File: src/rtl/ctp_defs.svh
// Purpose: Offsets, fields, resets and counts of the cascaded timer
// Assumes: APB byte addresses, one 32-bit word per register
// Notes: Behaviour
// Behaviour
// - Two 8-bit counters chained into one 16-bit up-counter on chosen clock.
// - Timer mode: once running, compare match raises interrupt, clears counter.
// - Period value applies at once; software leaves it alone while running.
// - Source clock high/2^11,2^7,2^5,2^3; low/8 replaces 2^11 or in slow mode.
// - PWM: toggle on duty match, toggle again on overflow, clear, interrupt.
// - Flip-flop loads from initial-value bit; reset clears it to 0.
// - PWM pin is the inverse of the flip-flop.
// - Duty written while running waits in shadow until the interrupt.
// - Duty written while stopped is transferred straight after the write.
// - Duty read during PWM shows the old value until the next interrupt.
// - Stop holds the pin; initial value changes only by a later write.
// - PWM also offers undivided low clock, high clock/2 and undivided high.
// - Upper control bit 3 is run, bit 7 is flip-flop initial value.
`ifndef CTP_DEFS_SVH
`define CTP_DEFS_SVH
`define CTP_OFF_LOW_CTRL 8'h00
`define CTP_OFF_HIGH_CTRL 8'h04
`define CTP_OFF_PER_LO 8'h08
`define CTP_OFF_PER_HI 8'h0C
`define CTP_OFF_DUTY_LO 8'h10
`define CTP_OFF_DUTY_HI 8'h14
`define CTP_OFF_COUNT 8'h18
`define CTP_RUN_BIT 3
`define CTP_INIT_BIT 7
`define CTP_MODE_LSB 0
`define CTP_CLK_LSB 4
`define CTP_MODE_TIMER 3'h4
`define CTP_MODE_PWM 3'h6
`define CTP_CTRL_RST 8'h00
`define CTP_CMP_RST 8'h00
`define CTP_LOWDIV_LAST 3'h7
`endif

File: src/rtl/ctp_pkg.sv
// Purpose: Types of the cascaded timer
// Assumes: APB with 32-bit data
// Notes: Constants live in ctp_defs.svh
package ctp_pkg;
	typedef struct packed {
		logic psel;
		logic penable;
		logic pwrite;
		logic [7:0] paddr;
		logic [31:0] pwdata;
	} ctp_apb_req_t;
	typedef struct packed {
		logic pready;
		logic pslverr;
		logic [31:0] prdata;
	} ctp_apb_rsp_t;
	typedef enum logic [2:0] {
		CTP_SRC_DIV11,
		CTP_SRC_DIV7,
		CTP_SRC_DIV5,
		CTP_SRC_DIV3,
		CTP_SRC_LOW,
		CTP_SRC_DIV1,
		CTP_SRC_FULL,
		CTP_SRC_NONE
	} ctp_src_t;
endpackage : ctp_pkg

File: src/rtl/ctp_timer.sv
// Purpose: Cascaded 16-bit interval timer and PWM generator
// Assumes: core_clk_i is the high clock, low clock arrives as a tick
// Notes: Zero-wait APB slave, outputs all registered
`include "ctp_defs.svh"
`timescale 1ns/1ps
`default_nettype none
module ctp_timer #(
	parameter int CNT_W = 16,
	parameter int DIV_W = 11
) (
	input wire logic core_clk_i,
	input wire logic rst_n_i,
	input wire ctp_pkg::ctp_apb_req_t apb_req_i,
	input wire logic low_freq_tick_i,
	input wire logic prescaler_source_select_i,
	input wire logic slow_mode_i,
	output ctp_pkg::ctp_apb_rsp_t apb_rsp_o,
	output logic cascade_match_irq_o,
	output logic pwm_out_pin_o
);

	// Refuse widths the byte registers cannot serve
	if (CNT_W != 16 || DIV_W != 11) begin : g_chk
		$error("ctp_timer: CNT_W must be 16, DIV_W 11");
	end

	logic [7:0] low_ctrl_r;
	logic [7:0] high_ctrl_r;
	logic [7:0] per_lo_r;
	logic [7:0] per_hi_r;
	logic [7:0] duty_lo_r;
	logic [7:0] duty_hi_r;
	logic [CNT_W-1:0] duty_act_r;
	logic [CNT_W-1:0] count_r;
	logic [DIV_W-1:0] div_r;
	logic [2:0] lowdiv_r;
	logic load_pend_r;
	logic pin_r;
	logic irq_r;
	ctp_pkg::ctp_apb_rsp_t rsp_r;

	logic setup;
	logic wr;
	logic run;
	logic is_pwm;
	logic is_tmr;
	logic tick;
	logic low8_tick;
	logic ovf;
	logic [CNT_W-1:0] period;
	logic [CNT_W-1:0] shadow;
	ctp_pkg::ctp_src_t src;

	// Tick when the low n bits of the divider are all ones
	function automatic logic div_tick(
		input logic [DIV_W-1:0] d,
		input int n
	);
		logic r;
		r = 1'b1;
		for (int i = 0; i < DIV_W; i++) begin
			if (i < n) begin
				r = r & d[i];
			end
		end
		return r;
	endfunction : div_tick

	// Write strobe for one register offset
	function automatic logic wr_at(
		input ctp_pkg::ctp_apb_req_t q,
		input logic w,
		input logic [7:0] off
	);
		return w && (q.paddr == off);
	endfunction : wr_at

	// Bus phase decode
	assign setup = apb_req_i.psel && !apb_req_i.penable;
	assign wr = apb_req_i.psel && apb_req_i.penable && apb_req_i.pwrite
		&& rsp_r.pready;

	// Mode and run decode from the upper control byte
	assign run = high_ctrl_r[`CTP_RUN_BIT];
	assign is_tmr = high_ctrl_r[`CTP_MODE_LSB +: 3] == `CTP_MODE_TIMER;
	assign is_pwm = high_ctrl_r[`CTP_MODE_LSB +: 3] == `CTP_MODE_PWM;

	// Low byte from the first timer, high byte from the second
	assign period = {per_hi_r, per_lo_r};
	assign shadow = {duty_hi_r, duty_lo_r};
	assign ovf = count_r == {CNT_W{1'b1}};

	// Free-running prescaler on the high clock
	always_ff @(posedge core_clk_i or negedge rst_n_i) begin
		if (!rst_n_i) begin
			div_r <= '0;
		end else begin
			div_r <= div_r + 1'b1;
		end
	end

	// Low clock divided by 8
	always_ff @(posedge core_clk_i or negedge rst_n_i) begin
		if (!rst_n_i) begin
			lowdiv_r <= 3'h0;
		end else if (low_freq_tick_i) begin
			lowdiv_r <= lowdiv_r + 3'h1;
		end
	end
	assign low8_tick = low_freq_tick_i && lowdiv_r == `CTP_LOWDIV_LAST;

	// Source clock select; extra sources only in PWM mode
	always_comb begin
		src = ctp_pkg::ctp_src_t'(low_ctrl_r[`CTP_CLK_LSB +: 3]);
		if (!is_pwm && src > ctp_pkg::CTP_SRC_DIV3) begin
			src = ctp_pkg::CTP_SRC_NONE;
		end
	end

	// Tick of the counting clock
	always_comb begin
		case (src)
			ctp_pkg::CTP_SRC_DIV11: begin
				if (slow_mode_i || prescaler_source_select_i) begin
					tick = low8_tick;
				end else begin
					tick = div_tick(div_r, 11);
				end
			end
			ctp_pkg::CTP_SRC_DIV7: tick = div_tick(div_r, 7);
			ctp_pkg::CTP_SRC_DIV5: tick = div_tick(div_r, 5);
			ctp_pkg::CTP_SRC_DIV3: tick = div_tick(div_r, 3);
			ctp_pkg::CTP_SRC_LOW: tick = low_freq_tick_i;
			ctp_pkg::CTP_SRC_DIV1: tick = div_tick(div_r, 1);
			ctp_pkg::CTP_SRC_FULL: tick = 1'b1;
			default: tick = 1'b0;
		endcase
		if (slow_mode_i && src != ctp_pkg::CTP_SRC_DIV11) begin
			tick = 1'b0;
		end
	end

	// Control registers
	always_ff @(posedge core_clk_i or negedge rst_n_i) begin
		if (!rst_n_i) begin
			low_ctrl_r <= `CTP_CTRL_RST;
			high_ctrl_r <= `CTP_CTRL_RST;
		end else begin
			if (wr_at(apb_req_i, wr, `CTP_OFF_LOW_CTRL)) begin
				low_ctrl_r <= apb_req_i.pwdata[7:0];
			end
			if (wr_at(apb_req_i, wr, `CTP_OFF_HIGH_CTRL)) begin
				high_ctrl_r <= apb_req_i.pwdata[7:0];
			end
		end
	end

	// Period compare bytes, used at once with no buffer
	always_ff @(posedge core_clk_i or negedge rst_n_i) begin
		if (!rst_n_i) begin
			per_lo_r <= `CTP_CMP_RST;
			per_hi_r <= `CTP_CMP_RST;
		end else begin
			if (wr_at(apb_req_i, wr, `CTP_OFF_PER_LO)) begin
				per_lo_r <= apb_req_i.pwdata[7:0];
			end
			if (wr_at(apb_req_i, wr, `CTP_OFF_PER_HI)) begin
				per_hi_r <= apb_req_i.pwdata[7:0];
			end
		end
	end

	// Duty shadow bytes
	always_ff @(posedge core_clk_i or negedge rst_n_i) begin
		if (!rst_n_i) begin
			duty_lo_r <= `CTP_CMP_RST;
			duty_hi_r <= `CTP_CMP_RST;
		end else begin
			if (wr_at(apb_req_i, wr, `CTP_OFF_DUTY_LO)) begin
				duty_lo_r <= apb_req_i.pwdata[7:0];
			end
			if (wr_at(apb_req_i, wr, `CTP_OFF_DUTY_HI)) begin
				duty_hi_r <= apb_req_i.pwdata[7:0];
			end
		end
	end

	// Pending transfer after a duty write while stopped
	always_ff @(posedge core_clk_i or negedge rst_n_i) begin
		if (!rst_n_i) begin
			load_pend_r <= 1'b0;
		end else begin
			load_pend_r <= !run && (wr_at(apb_req_i, wr, `CTP_OFF_DUTY_LO)
				|| wr_at(apb_req_i, wr, `CTP_OFF_DUTY_HI));
		end
	end

	// Active duty: loaded at the interrupt or right after a stopped write
	always_ff @(posedge core_clk_i or negedge rst_n_i) begin
		if (!rst_n_i) begin
			duty_act_r <= '0;
		end else if (load_pend_r && !run) begin
			duty_act_r <= shadow;
		end else if (run && is_pwm && tick && ovf) begin
			duty_act_r <= shadow;
		end
	end

	// Cascaded 16-bit up-counter, cleared while stopped
	always_ff @(posedge core_clk_i or negedge rst_n_i) begin
		if (!rst_n_i) begin
			count_r <= '0;
		end else if (!run || !(is_tmr || is_pwm)) begin
			count_r <= '0;
		end else if (tick) begin
			if (is_tmr && count_r == period) begin
				count_r <= '0;
			end else if (is_pwm && ovf) begin
				count_r <= '0;
			end else begin
				count_r <= count_r + 1'b1;
			end
		end
	end

	// Interrupt pulse on period match or PWM overflow
	always_ff @(posedge core_clk_i or negedge rst_n_i) begin
		if (!rst_n_i) begin
			irq_r <= 1'b0;
		end else begin
			irq_r <= run && tick && ((is_tmr && count_r == period)
				|| (is_pwm && ovf));
		end
	end

	// Pin holds the inverse of the flip-flop; reset flip-flop is 0
	always_ff @(posedge core_clk_i or negedge rst_n_i) begin
		if (!rst_n_i) begin
			pin_r <= 1'b1;
		end else if (wr_at(apb_req_i, wr, `CTP_OFF_HIGH_CTRL) && !run
			&& !apb_req_i.pwdata[`CTP_RUN_BIT]) begin
			pin_r <= !apb_req_i.pwdata[`CTP_INIT_BIT];
		end else if (run && is_pwm && tick) begin
			if (ovf ^ (count_r == duty_act_r)) begin
				pin_r <= !pin_r;
			end
		end
	end

	// Stopping leaves the pin where it was
	assign pwm_out_pin_o = pin_r;
	assign cascade_match_irq_o = irq_r;

	// APB answer: ready the cycle after setup, data captured at setup
	always_ff @(posedge core_clk_i or negedge rst_n_i) begin
		if (!rst_n_i) begin
			rsp_r <= '0;
		end else begin
			rsp_r.pready <= setup;
			rsp_r.pslverr <= 1'b0;
			rsp_r.prdata <= 32'h0000_0000;
			if (setup) begin
				case (apb_req_i.paddr)
					`CTP_OFF_LOW_CTRL: rsp_r.prdata[7:0] <= low_ctrl_r;
					`CTP_OFF_HIGH_CTRL: rsp_r.prdata[7:0] <= high_ctrl_r;
					`CTP_OFF_PER_LO: rsp_r.prdata[7:0] <= per_lo_r;
					`CTP_OFF_PER_HI: rsp_r.prdata[7:0] <= per_hi_r;
					`CTP_OFF_DUTY_LO: begin
						rsp_r.prdata[7:0] <= duty_act_r[7:0];
					end
					`CTP_OFF_DUTY_HI: begin
						rsp_r.prdata[7:0] <= duty_act_r[15:8];
					end
					`CTP_OFF_COUNT: rsp_r.prdata[15:0] <= count_r;
					default: rsp_r.pslverr <= 1'b1;
				endcase
			end
		end
	end
	assign apb_rsp_o = rsp_r;

endmodule : ctp_timer
`default_nettype wire

File: config.mk
export PLATFORM = sky130hd
export DESIGN_NAME = ctp_timer
export DESIGN_NICKNAME = d
export VERILOG_FILES = /design/src/rtl/ctp_pkg.sv /design/src/rtl/ctp_timer.sv
export VERILOG_INCLUDE_DIRS = /design/src /design/src/rtl
export SDC_FILE = /design/constraint.sdc
export NUM_CORES = 1
export LEC_CHECK = 0
export ABC_CLOCK_PERIOD_IN_PS = 5180
export BUFFER_PORTS_ARGS = -buffer_cell sky130_fd_sc_hd__buf_2
export CAP_MARGIN = 20
export CORE_UTILIZATION = 62
export CTS_BUF_LIST = sky130_fd_sc_hd__clkbuf_4 sky130_fd_sc_hd__clkbuf_8 sky130_fd_sc_hd__clkbuf_16
export DETAILED_ROUTE_END_ITERATION = 10
export PLACE_DENSITY = 0.84
export SLEW_MARGIN = 40
export SYNTH_ARGS = -nofsm -noshare
export SYNTH_HDL_FRONTEND = slang
export SYNTH_SLANG_ARGS = --single-unit
export TNS_END_PERCENT = 100
File: constraint.sdc
create_clock -name core_clk_i -period 5.18 [get_ports core_clk_i]
set_input_delay 1.295 -clock core_clk_i [delete_from_list [all_inputs] [get_ports core_clk_i]]
set_output_delay 1.295 -clock core_clk_i [all_outputs]
set_load 0.05 [all_outputs]
======== Word-level counts from Yosys, hierarchy flattened ========
Cells that the tools add are included.
word-level totals
  register bits after elaboration ......... 115
  output and inout bits ................... 36
cells by class
  add/sub/neg operators ................... 3
  equal/unequal tests ..................... 18
  $lt $le $gt $ge ......................... 1
  bitwise gates (word level) .............. 23
  reductions and logical operators ........ 45
  mux-type cells .......................... 50
operators with widths
  kind                                                                   number
  16-bit 2-to-1 mux                                                      7
  8-bit one-hot mux with 7 select lines                                  1
  1-bit 2-to-1 mux                                                       39
  16-bit == test                                                         2
  8-bit by 5-bit == test with 1-bit output (second input constant)       3
  1-bit logical AND                                                      24
  1-bit AND                                                              22
  3-bit == test (second input constant)                                  6
  16-bit by 1-bit adder with 16-bit output (second input constant)       1
  16-bit == test (second input constant)                                 1
  8-bit by 4-bit == test with 1-bit output (second input constant)       2
  11-bit by 1-bit adder with 11-bit output (second input constant)       1
  8-bit by 3-bit == test with 1-bit output (second input constant)       1
  8-bit logical NOT                                                      1
  8-bit 2-to-1 mux                                                       1
  2-bit nonzero test                                                     4
  1-bit logical NOT                                                      7
  1-bit one-hot mux with 7 select lines                                  1
  7-bit OR reduction                                                     1
  3-bit by 2-bit == test with 1-bit output (second input constant)       2
  1-bit logical OR                                                       5
  3-bit by 1-bit adder with 3-bit output (second input constant)         1
  3-bit by 1-bit == test with 1-bit output (second input constant)       1
  3-bit by 2-bit > comparator with 1-bit output (second input constant)  1
  5 further kinds                                                        5

======== Logic depth before layout (Yosys ltp) ========
Gate-level depths: netlist (run 1).
  depth after elaboration ................. 41
  depth in mapped cells ................... 9
  mapped depth without buffers ............ 8

======== Worst setup path after synthesis (run 1) ========
Ideal clock, no wire load.
  path kind ............................... input to register
  start point ............................. input port low_freq_tick_i
  end point ............................... register duty_act_r[10]
  cell stages on the path ................. 7
  data arrival time ....................... 2.699 ns
  path slack .............................. 2.356 ns
  library setup time ...................... 0.125 ns
  path through ............................ nor3_1 a2111oi_2 nor3_2 o21ai_2 a31oi_4 buf_6 mux2_4
on the way
  cells in the longest elaborated chain, start to end .. 7
RTL lines
  what                                     line              source
  start: declaration                       ctp_timer.sv:14   input wire logic low_freq_tick_i,
  1-bit logical AND (no line)              n/a
  1-bit 2-to-1 mux                         ctp_timer.sv:124  if (slow_mode_i || prescaler_source_select_i) begin
  1-bit one-hot mux with 7 select lines *  ctp_timer.sv:122  case (src)
  1-bit 2-to-1 mux *                       ctp_timer.sv:138  if (slow_mode_i && src != ctp_pkg::CTP_SRC_DIV11) begin
  1-bit logical AND * (2 in series)        ctp_timer.sv:204  end else if (run && is_pwm && tick && ovf) begin
  2-bit nonzero test (no line) *           n/a
  end signal: assignment                   ctp_timer.sv:203  duty_act_r <= shadow;
  end signal: assignment                   ctp_timer.sv:205  duty_act_r <= shadow;
  end: declaration                         ctp_timer.sv:33   logic [CNT_W-1:0] duty_act_r;
Every way passes the cells marked *; elsewhere a longest branch is shown, timed or not.
A chain may end at the register's enable or synchronous reset.

======== Worst setup path after layout (run 1) ========
  start point ............................. input port apb_req_i[36] (netlist bit)
  end point ............................... register pin_r, in the netlist pwm_out_pin_o
on the way
  cells in the longest elaborated chain, start to end .. 6
RTL lines
  what                                        line              source
  start: declaration                          ctp_timer.sv:13   input wire ctp_pkg::ctp_apb_req_t apb_req_i,
  8-bit by 3-bit == test with 1-bit output *  ctp_timer.sv:75   return w && (q.paddr == off);
  1-bit logical AND *                         ctp_timer.sv:75
  1-bit logical AND * (2 in series)           ctp_timer.sv:240  end else if (wr_at(apb_req_i, wr, `CTP_OFF_HIGH_CTRL) && !run
  2-bit nonzero test (no line)                n/a
  2-bit AND reduction (no line)               n/a
  end signal: assignment                      ctp_timer.sv:242  pin_r <= !apb_req_i.pwdata[`CTP_INIT_BIT];
  end signal: assignment                      ctp_timer.sv:245  pin_r <= !pin_r;
  end: declaration                            ctp_timer.sv:38   logic pin_r;
Marked as above.

==> reports/results.md, run 1 <==
Timing
- 0 ps — Setup TNS
- 471 ps — hold_ws
- 777 ps — measured slew at the worst slew-check pin
- 0.477 — worst slew margin relative to its limit
- 3180 ps — time the final worst path needs with I/O delays and setup
- 0 — pins over their slew limit
- 0 — count of final hold-check violations
- 2000 ps — least setup slack across all paths after layout
- 0.613 — Period Utilization, post-route
- no — RSZ-0062 raised after global routing
- 9.67 ps — clock skew
- 315 MHz — max frequency
- 0 — Setup-failing EPs final

Detailed routing
- 14000 µm — final wirelength
- 379 — Starting DRT DRC Count
- 0 — Post-DRT Antenna Nets
- 20.7 µm — mean routed wirelength per cell
- 6.13 — DR vias/cell
- 4171 — overall via count from detail_route
- 5 — number of iterations in the first detailed-routing pass
- 0 — drc violations

Synthesis
- 60 — Synth cell types
- 5930 µm² — post-synthesis cell area
- 0 — EDFF count, synth
- sky130_fd_sc_hd__dfrtp_1 — most instantiated flip-flop cell in the synthesis netlist
- 0.485 — proportion of synthesized chip area in sequential cells
- 0 — total of warnings raised by yosys
- sky130_fd_sc_hd__dfrtp_1, sky130_fd_sc_hd__mux2_2, sky130_fd_sc_hd__xor2_1 — cells taking the most area after synthesis
- 11.7 µm² — average size of a mapped cell
- 115 — post-synthesis sequential element count
- 506 — number of instances in the synthesized netlist
- sky130_fd_sc_hd__dfrtp_1 — leading area contributor after synthesis
- 0.481 — portion of synthesized cell area occupied by the leading cell type
- 1.00 — post-synthesis async set-or-reset flop share

Critical path
- 1 — number of buffers and inverters on the critical path
- simple AND/OR/NAND/NOR gates — category of cells accounting for the largest share of critical-path delay
- register — capturing element type of the critical path
- 3620 ps — data arrival time at the worst-slack endpoint
- buf_2, nor2_1, nand3_1, or3_1, a21oi_1, mux2i_1 — series of cell instances along the critical path
- 5620 ps — Crit path required time
- 670 ps — delay contributed by the slowest stage of the critical path
- in -> reg — start-to-end type of the worst setup path
- input port — startpoint type of the worst setup path
- 20 — top fanout value on the critical path
- sky130_fd_sc_hd__nand3_1 — cell with the largest stage delay on the worst path

Place
- 1540 ps — Setup WS pre-CTS
- 43 — quantity of I/O buffers inserted on ports
- 9300 µm — post-detailed-placement half-perimeter wirelength
- 0.986 — RD Place Congestion

Global routing
- 0 — remaining global-route overflow
- 0.298 — gr usage total
- 80 — largest net degree at the start of global routing
- 4130 — number of global-route vias before repair
- 22100 µm — wire length of the first global-routing pass
- 0 — number of antenna violations at the first check in global routing

Clocking
- yes — clock tree from TritonCTS
- 17 — number of buffers created by CTS
- 2 — clk buf depth
- 115 — TritonCTS Sinks
- sky130_fd_sc_hd__clkbuf_8 — CTS Root Cell
- 0 — hold buffer count at CTS
- 0 — number of cells upsized or downsized after cts
- 520 ps — worst-skew pair later-pin latency
- 0 — post-CTS setup-driven buffer insertion count
- 4 — H-tree lvl count
- 60 ps — register clock-pin slew on the reported worst setup and hold paths

Die
- 84 — num ports
- 99.8 µm — die extent in y
- 99.8 µm — die extent in x
- 9960 µm² — floorplan die area
- 35 — Site Rows
- 0.642 — Initial Utilization
- 9240 µm² — core region area

Finish
- 591 — Final Net Count
- 0.729 — final core utilization
- 13.6% — area grow syn2layout
- sky130_fd_sc_hd__dfrtp_1 — most common cell after layout, fill and taps aside
- 0 — Ant. Diodes
- 0.294 — fraction of layout instances using a drive strength above 1
- sky130_fd_sc_hd__dfrtp_1, sky130_fd_sc_hd__mux2_2, sky130_fd_sc_hd__buf_2 — commonest cells after routing, fill and taps aside

Pwr
- 3.43 nW — LEAKAGE
- 331 nW/µm² — ratio of total power to cell area
- 2.23 mW — total power
- 0.268 mV — Peak supply drop

Status
- complete, no violations — result of the run

Worst hold path
- reg -> reg — worst hold path type

Job
- 0 — number of maximum-capacitance violations

[path summary, 6_finish.rpt]
| path | start | endpoint | slack, ps | cells after the start |
|---|---|---|---|---|
| worst max-delay path | apb_req_i[36] | pwm_out_pin_o$_DFFE_PN1P_ | 2000 | 6 |
| worst min-delay path | lowdiv_r[0]$_DFFE_PN0P_ | lowdiv_r[0]$_DFFE_PN0P_ | 470 | 1 |
| min in group asynchronous | rst_n_i | div_r[5]$_DFF_PN0_ | 820 | 1 |
| worst min register to register | lowdiv_r[0]$_DFFE_PN0P_ | lowdiv_r[0]$_DFFE_PN0P_ | 470 | 1 |
| worst max register to register | count_r[0]$_DFFE_PN0P_ | count_r[10]$_DFFE_PN0P_ | 2330 | 7 |
| max in group asynchronous | rst_n_i | duty_act_r[12]$_DFFE_PN0P_ | 3410 | 2 |
[power breakdown]
group	internal (mW)	switching [mW]
clock network	0.750	0.439
logic	0.0349	0.0843
registers	0.914	0.00867
total	1.70	0.532
[registers in the layout, indices dropped and copies added, names as in the netlist, 11 cells and up]
signal,cells
apb_rsp_o,18
count_r,16
duty_act_r,16
div_r,11
[Yosys cell counts, types with 5 or more instances]
cell	instances
sky130_fd_sc_hd__clkbuf_1	11
sky130_fd_sc_hd__a22o_1	14
sky130_fd_sc_hd__xnor2_1	19
sky130_fd_sc_hd__mux2_2	59
sky130_fd_sc_hd__a222oi_1	6
sky130_fd_sc_hd__a21oi_1	5
sky130_fd_sc_hd__ha_1	5
sky130_fd_sc_hd__nor2b_1	11
sky130_fd_sc_hd__buf_4	18
sky130_fd_sc_hd__o21ai_0	9
sky130_fd_sc_hd__mux2i_1	8
sky130_fd_sc_hd__nand3_1	17
sky130_fd_sc_hd__and4_1	6
sky130_fd_sc_hd__and2_1	10
sky130_fd_sc_hd__nand4_1	7
sky130_fd_sc_hd__nor3_1	6
sky130_fd_sc_hd__mux2_4	10
sky130_fd_sc_hd__mux2_1	6
sky130_fd_sc_hd__xor2_1	23
sky130_fd_sc_hd__nor2_1	25
sky130_fd_sc_hd__buf_2	17
sky130_fd_sc_hd__and3_1	8
sky130_fd_sc_hd__nor4_1	9
sky130_fd_sc_hd__o31ai_1	8
sky130_fd_sc_hd__dfrtp_1	114
sky130_fd_sc_hd__nand2_1	23
sky130_fd_sc_hd__inv_1	7
[stage by stage]
stage	cells	cell area (µm²)
finish	680	6740
global route	680	6740
CTS	679	6720
detailed placement	647	6110
global placement	647	6100
floorplan	521	5990
[final cells by class]
class	instances	area [µm²]
multi-input combinational	352	2820
clock buffer	18	428
fill	616	2500
timing repair buffer	45	244
clock inverter	14	179
inverter	7	26.3
sequential	115	2880
tap	129	161
[worst register-to-register path: cells and delay by family (launching register included)]
family          cells  cell delay, ps
fa+ha+maj           1             320
simple gates        4             900
flops               1             560
compound gates      2             940
[routing by layer]
metal	wire, µm	GRT usage	vias up
li1	-	-	1864
met2	6630	0.467	182
met3	911	0.0689	48
met4	521	0.149	0
met5	0	0	-
met1	5980	0.393	2077
[logic make-up (layout without fill, tap and decap cells)]
group / count (synthesis) / in the layout / share of synthesized area
buf+inv: 54 / 84 / 0.0504
other cells: 1 / 16 / 0.000632
flops: 115 / 115 / 0.485
mux: 84 / 84 / 0.166
xor+xnor: 42 / 42 / 0.0620
simple gates: 143 / 143 / 0.141
fa+ha+maj: 5 / 5 / 0.0105
compound gates: 62 / 62 / 0.0840
Power figures use the tool's default switching activity.
==> run 2, diff against run 1 <==
Settings changed: ABC_CLOCK_PERIOD_IN_PS 5180 to 2900, CORE_UTILIZATION 62 to 52, PLACE_DENSITY 0.84 to 0.75.
Clock period 5.18 ns to 2.9 ns, I/O delays scaled along.
==> reports/results.md, run 2 (synthesis results as in run 1) <==
Pwr
- 0.396 — Sequential Power Share
- 0.218 — switching portion of total power
- 0.550 — fraction of power consumed by the clock network
- 0.053 — combinational share of power
- 600 nW/µm² — ratio of total power to cell area
- 3.55 nW — LEAKAGE
- 0.906 mW — reported net switching power
- 3.26 mW — cell-internal power
- 0.519 mV — Peak supply drop

Detailed routing
- 4220 — overall via count from detail_route
- 13600 µm — final wirelength
- 19.2 µm — mean routed wirelength per cell
- 6580 µm — met2 layer wire length in the routed design
- 6 — number of iterations in the first detailed-routing pass
- 418 — Starting DRT DRC Count
- 0 — Post-DRT Antenna Nets
- met4 — top sig layer
- 5890 µm — met1 layer wirelength in the final routing
- 5.95 — DR vias/cell
- 0 — drc violations
- 891 µm — routed wl met3

Clocking
- 115 — TritonCTS Sinks
- yes — clock tree from TritonCTS
- 0 — post-CTS setup-driven buffer insertion count
- 4 — H-tree lvl count
- 2 — clk buf depth
- 50 ps — register clock-pin slew on the reported worst setup and hold paths
- 0 — number of cells upsized or downsized after cts
- 420 ps — worst-skew pair later-pin latency
- sky130_fd_sc_hd__clkbuf_16 — CTS Root Cell
- 0 — hold buffer count at CTS
- 17 — number of buffers created by CTS

Place
- 43 — quantity of I/O buffers inserted on ports
- 677 — number of placed instances, taps included
- 0.949 — RD Place Congestion
- 9610 µm — post-detailed-placement half-perimeter wirelength
- 439 ps — Setup WS pre-CTS
- 6280 µm² — Post-Place Cell Area

Critical path
- count_r[0]$_DFFE_PN0P_ — FF-to-FF Start
- 12 — top fanout value on the critical path
- ha_1, nand3_4, nor3_2, nand3_1, o22ai_1, buf_4, o31ai_1, a22o_1 — series of cell instances along the critical path
- 440 ps — flop-to-flop setup slack
- register — capturing element type of the critical path
- 540 ps — delay contributed by the slowest stage of the critical path
- reg -> reg — start-to-end type of the worst setup path
- 8 — worst-case reg-to-reg path depth
- 3200 ps — Crit path required time
- 2760 ps — data arrival time at the worst-slack endpoint
- register — startpoint type of the worst setup path
- count_r[15]$_DFFE_PN0P_ — reg-to-reg critical path endpoint
- sky130_fd_sc_hd__dfrtp_1 — cell with the largest stage delay on the worst path

Timing
- 0 — count of final hold-check violations
- 335 ps — hold_ws
- 0 — Setup-failing EPs final
- 440 ps — least setup slack across all paths after layout
- 0 — pins over their slew limit
- 407 MHz — max frequency
- 0 ps — Setup TNS
- 764 ps — measured slew at the worst slew-check pin
- 0.486 — worst slew margin relative to its limit
- 2460 ps — time the final worst path needs with I/O delays and setup
- 0.848 — Period Utilization, post-route
- no — RSZ-0062 raised after global routing
- 7.44 ps — clock skew

Finish
- sky130_fd_sc_hd__dfrtp_1, sky130_fd_sc_hd__mux2_2, sky130_fd_sc_hd__buf_2 — commonest cells after routing, fill and taps aside
- 18 — flip-flop count of the largest register, all copies and words added
- 709 — fin cells
- 829 — number of filler cells placed in the layout
- 6940 µm² — fin area
- 0.315 — fraction of layout instances using a drive strength above 1
- sky130_fd_sc_hd__dfrtp_1 — most common cell after layout, fill and taps aside
- 17.0% — area grow syn2layout
- 609 — Final Net Count
- 0 — Ant. Diodes

Die
- 38 — Site Rows
- 0.540 — Initial Utilization
- 109 µm — die extent in x
- 11800 µm² — floorplan die area
- 109 µm — die extent in y
- 84 — num ports
- 11000 µm² — core region area

Worst hold path
- in -> async — worst hold path type

Global routing
- 0 — remaining global-route overflow
- 49 — largest net degree at the start of global routing
- 0.254 — gr usage total
- 0 — number of antenna violations at the first check in global routing
- 22000 µm — wire length of the first global-routing pass
- 4138 — number of global-route vias before repair

Status
- complete, no violations — result of the run

Job
- 0 — number of maximum-capacitance violations

## run 2: changes by cell type in the layout (fill, tap and decap cells not counted), sizes merged
cell      previous run  this run
inv                  9         7
bufinv               3         5
clkbuf              18        19
clkinv               6         7
buf                 45        63
clkinvlp             3         1
## run 2: cell type report
class	instances	area, µm²	share of cell area
inverter	7	26.3	0.00379
timing repair buffer	63	393	0.0566
sequential	115	2880	0.415
multi-input combinational	352	2810	0.405
clock buffer	19	447	0.0644
clock inverter	13	208	0.0299
tap	140	175	0.0253
## run 2: how the worst max path moves through the flow
stage	cells past startpoint	startpoint	end
3_3_place_gp	8	low_freq_tick_i	duty_act_r[0]$_DFFE_PN0P_
2_1_floorplan	7	low_freq_tick_i	duty_act_r[10]$_DFFE_PN0P_
5_1_grt	8	count_r[0]$_DFFE_PN0P_	duty_act_r[0]$_DFFE_PN0P_
6_report	8	count_r[0]$_DFFE_PN0P_	count_r[15]$_DFFE_PN0P_
3_5_place_dp	8	low_freq_tick_i	duty_act_r[1]$_DFFE_PN0P_
4_1_cts	8	count_r[0]$_DFFE_PN0P_	duty_act_r[1]$_DFFE_PN0P_
## run 2: worst max-delay path: cells and delay by family, from the launching register on
kind	cells	cell delay, ps
AOI/OAI and AO/OA	3	630
adders and majority gates	1	290
buffers and inverters	1	250
DFF	1	540
and+or+nand+nor	3	630
## run 2: layer usage
layer / vias up / GRT usage
met5: - / 0
met4: 0 / 0.105
met3: 26 / 0.0550
met2: 192 / 0.404
met1: 2106 / 0.335
li1: 1896 / -
## run 2: through the flow
step | utilization | total power [mW]
after CTS | 0.632 | 4.20
final | 0.632 | 4.16
after global placement | 0.572 | 1.89
after global routing | 0.632 | 4.29
after detailed placement | 0.572 | 1.90
after floorplan | - | 1.83
## run 2: power groups by stage
stage / Sequential (mW) / Combinational (mW) / Clock [mW]
after floorplan: 1.68 / 0.147 / 0
after global placement: 1.67 / 0.212 / 0
after detailed placement: 1.68 / 0.222 / 0
after CTS: 1.65 / 0.225 / 2.32
after global routing: 1.65 / 0.248 / 2.39
final: 1.65 / 0.222 / 2.29
==> run 3, diff against run 2 <==
Settings changed: ABC_CLOCK_PERIOD_IN_PS 2900 to 2400, CORE_UTILIZATION 52 to 58, PLACE_DENSITY 0.75 to 0.8.
Clock period 2.9 ns to 2.4 ns, I/O delays scaled along.
==> reports/results.md, run 3 (synthesis results as in run 1) <==
Timing
- 62.4 ps — hold_ws
- 10.0 ps — clock skew
- 0.527 — worst slew margin relative to its limit
- 0 — pins over their slew limit
- 0 — Setup-failing EPs final
- 707 ps — measured slew at the worst slew-check pin
- 0.951 — Period Utilization, post-route
- 2280 ps — time the final worst path needs with I/O delays and setup
- 0 ps — Setup TNS
- 116 ps — least setup slack across all paths after layout
- 438 MHz — max frequency
- 0 — count of final hold-check violations

Finish
- 714 — fin cells
- 2840 µm² — footprint of the multi-input gates
- sky130_fd_sc_hd__dfrtp_1, sky130_fd_sc_hd__mux2_2, sky130_fd_sc_hd__buf_2 — commonest cells after routing, fill and taps aside
- 18.0% — area grow syn2layout
- 18 — flip-flop count of the largest register, all copies and words added
- 621 — Final Net Count
- sky130_fd_sc_hd__dfrtp_1 — most common cell after layout, fill and taps aside
- 0 — Ant. Diodes
- 676 — number of filler cells placed in the layout
- 2880 µm² — register area
- 0.336 — fraction of layout instances using a drive strength above 1

Worst hold path
- in -> async — worst hold path type

Critical path
- register — capturing element type of the critical path
- 600 ps — delay contributed by the slowest stage of the critical path
- 1 — number of buffers and inverters on the critical path
- reg -> reg — start-to-end type of the worst setup path
- 16 — top fanout value on the critical path
- register — startpoint type of the worst setup path
- and4_1, nand2_1, nor4b_4, a31oi_4, buf_12, mux2_1 — series of cell instances along the critical path
- sky130_fd_sc_hd__dfrtp_1 — cell with the largest stage delay on the worst path
- 2690 ps — data arrival time at the worst-slack endpoint
- simple AND/OR/NAND/NOR gates — category of cells accounting for the largest share of critical-path delay
- 2800 ps — Crit path required time

Place
- -200 ps — Setup WS pre-CTS
- 43 — quantity of I/O buffers inserted on ports
- 1.04 — RD Place Congestion
- 9610 µm — post-detailed-placement half-perimeter wirelength
- 681 — number of placed instances, taps included

Pwr
- 694 nW/µm² — ratio of total power to cell area
- 0.362 mV — Peak supply drop
- 3.62 nW — LEAKAGE
- 4.85 mW — total power

Detailed routing
- 0 — drc violations
- 258 — Starting DRT DRC Count
- 4292 — overall via count from detail_route
- 0 — Post-DRT Antenna Nets
- 19.2 µm — mean routed wirelength per cell
- 13700 µm — final wirelength
- 6.01 — DR vias/cell
- 7 — number of iterations in the first detailed-routing pass

Global routing
- 4123 — number of global-route vias before repair
- 0.283 — gr usage total
- 21700 µm — wire length of the first global-routing pass
- 0 — remaining global-route overflow
- 0 — number of antenna violations at the first check in global routing
- 40 — largest net degree at the start of global routing

Clocking
- 2 — clk buf depth
- sky130_fd_sc_hd__clkbuf_8 — CTS Root Cell
- 17 — number of buffers created by CTS
- 50 ps — register clock-pin slew on the reported worst setup and hold paths
- 0 — hold buffer count at CTS
- yes — clock tree from TritonCTS
- 530 ps — worst-skew pair later-pin latency
- 115 — TritonCTS Sinks
- 4 — H-tree lvl count

Status
- complete, no violations — result of the run

Die
- 10600 µm² — floorplan die area
- 36 — Site Rows
- 9860 µm² — core region area
- 84 — num ports
- 0.601 — Initial Utilization
- 103 µm — die extent in x
- 103 µm — die extent in y

Job
- 0 — number of maximum-capacitance violations

-- run 3: cell types whose count changed in the layout (fill, tap and decap cells not counted), moves of 2 or more --
cell,before,now
sky130_fd_sc_hd__clkbuf_4,1,4
sky130_fd_sc_hd__buf_4,19,31
sky130_fd_sc_hd__clkinv_2,3,5
sky130_fd_sc_hd__clkinv_4,4,0
-- run 3: area by class of cell --
cell class / count / share of cell area
Clock buffer: 21 / 0.0635
Clock inverter: 11 / 0.0229
Inverter: 7 / 0.00375
Multi-Input combinational cell: 352 / 0.406
Sequential cell: 115 / 0.411
Tap cell: 133 / 0.0238
Timing Repair Buffer: 75 / 0.0690
-- run 3: where the power goes --
group	internal (mW)	switching, mW
combinational	0.0934	0.187
clock	1.72	0.862
sequential	1.97	0.0199
-- run 3: worst paths after layout --
| path | startpoint | endpoint | slack, ps | cells past startpoint |
|---|---|---|---|---|
| min | rst_n_i | count_r[7]$_DFFE_PN0P_ | 60 | 1 |
| max in group asynchronous | rst_n_i | div_r[9]$_DFF_PN0_ | 1670 | 2 |
| max | count_r[9]$_DFFE_PN0P_ | duty_act_r[1]$_DFFE_PN0P_ | 120 | 6 |
| min in group core_clk_i | apb_req_i[41] | apb_rsp_o[33]$_DFF_PN0_ | 270 | 2 |
| min reg2reg | lowdiv_r[0]$_DFFE_PN0P_ | lowdiv_r[0]$_DFFE_PN0P_ | 470 | 1 |
| max reg2reg | count_r[9]$_DFFE_PN0P_ | duty_act_r[1]$_DFFE_PN0P_ | 120 | 6 |
-- run 3: timing repair --
action                                  in CTS  in global routing
endpoints found under the hold margin        0                  0
resized for setup                            1                  5
pin swaps                                    0                  3
endpoints found under the setup margin      14                 28
buffers inserted                             0                  1
-- run 3: through the flow --
| stage | utilization | instance area (µm²) |
|---|---|---|
| 6_report | 0.709 | 7000 |
| 5_1_grt | 0.709 | 7000 |
| 4_1_cts | 0.706 | 6970 |
| 3_5_place_dp | 0.644 | 6360 |
| 3_3_place_gp | 0.644 | 6360 |
| 2_1_floorplan | - | 5990 |
-- run 3: layer usage --
layer,vias up,part of all wire,global-route usage
li1,1928,-,-
met1,2129,0.43,0.369
met2,194,0.48,0.446
met3,41,0.058,0.0637
met4,0,0.035,0.141
met5,-,0,0
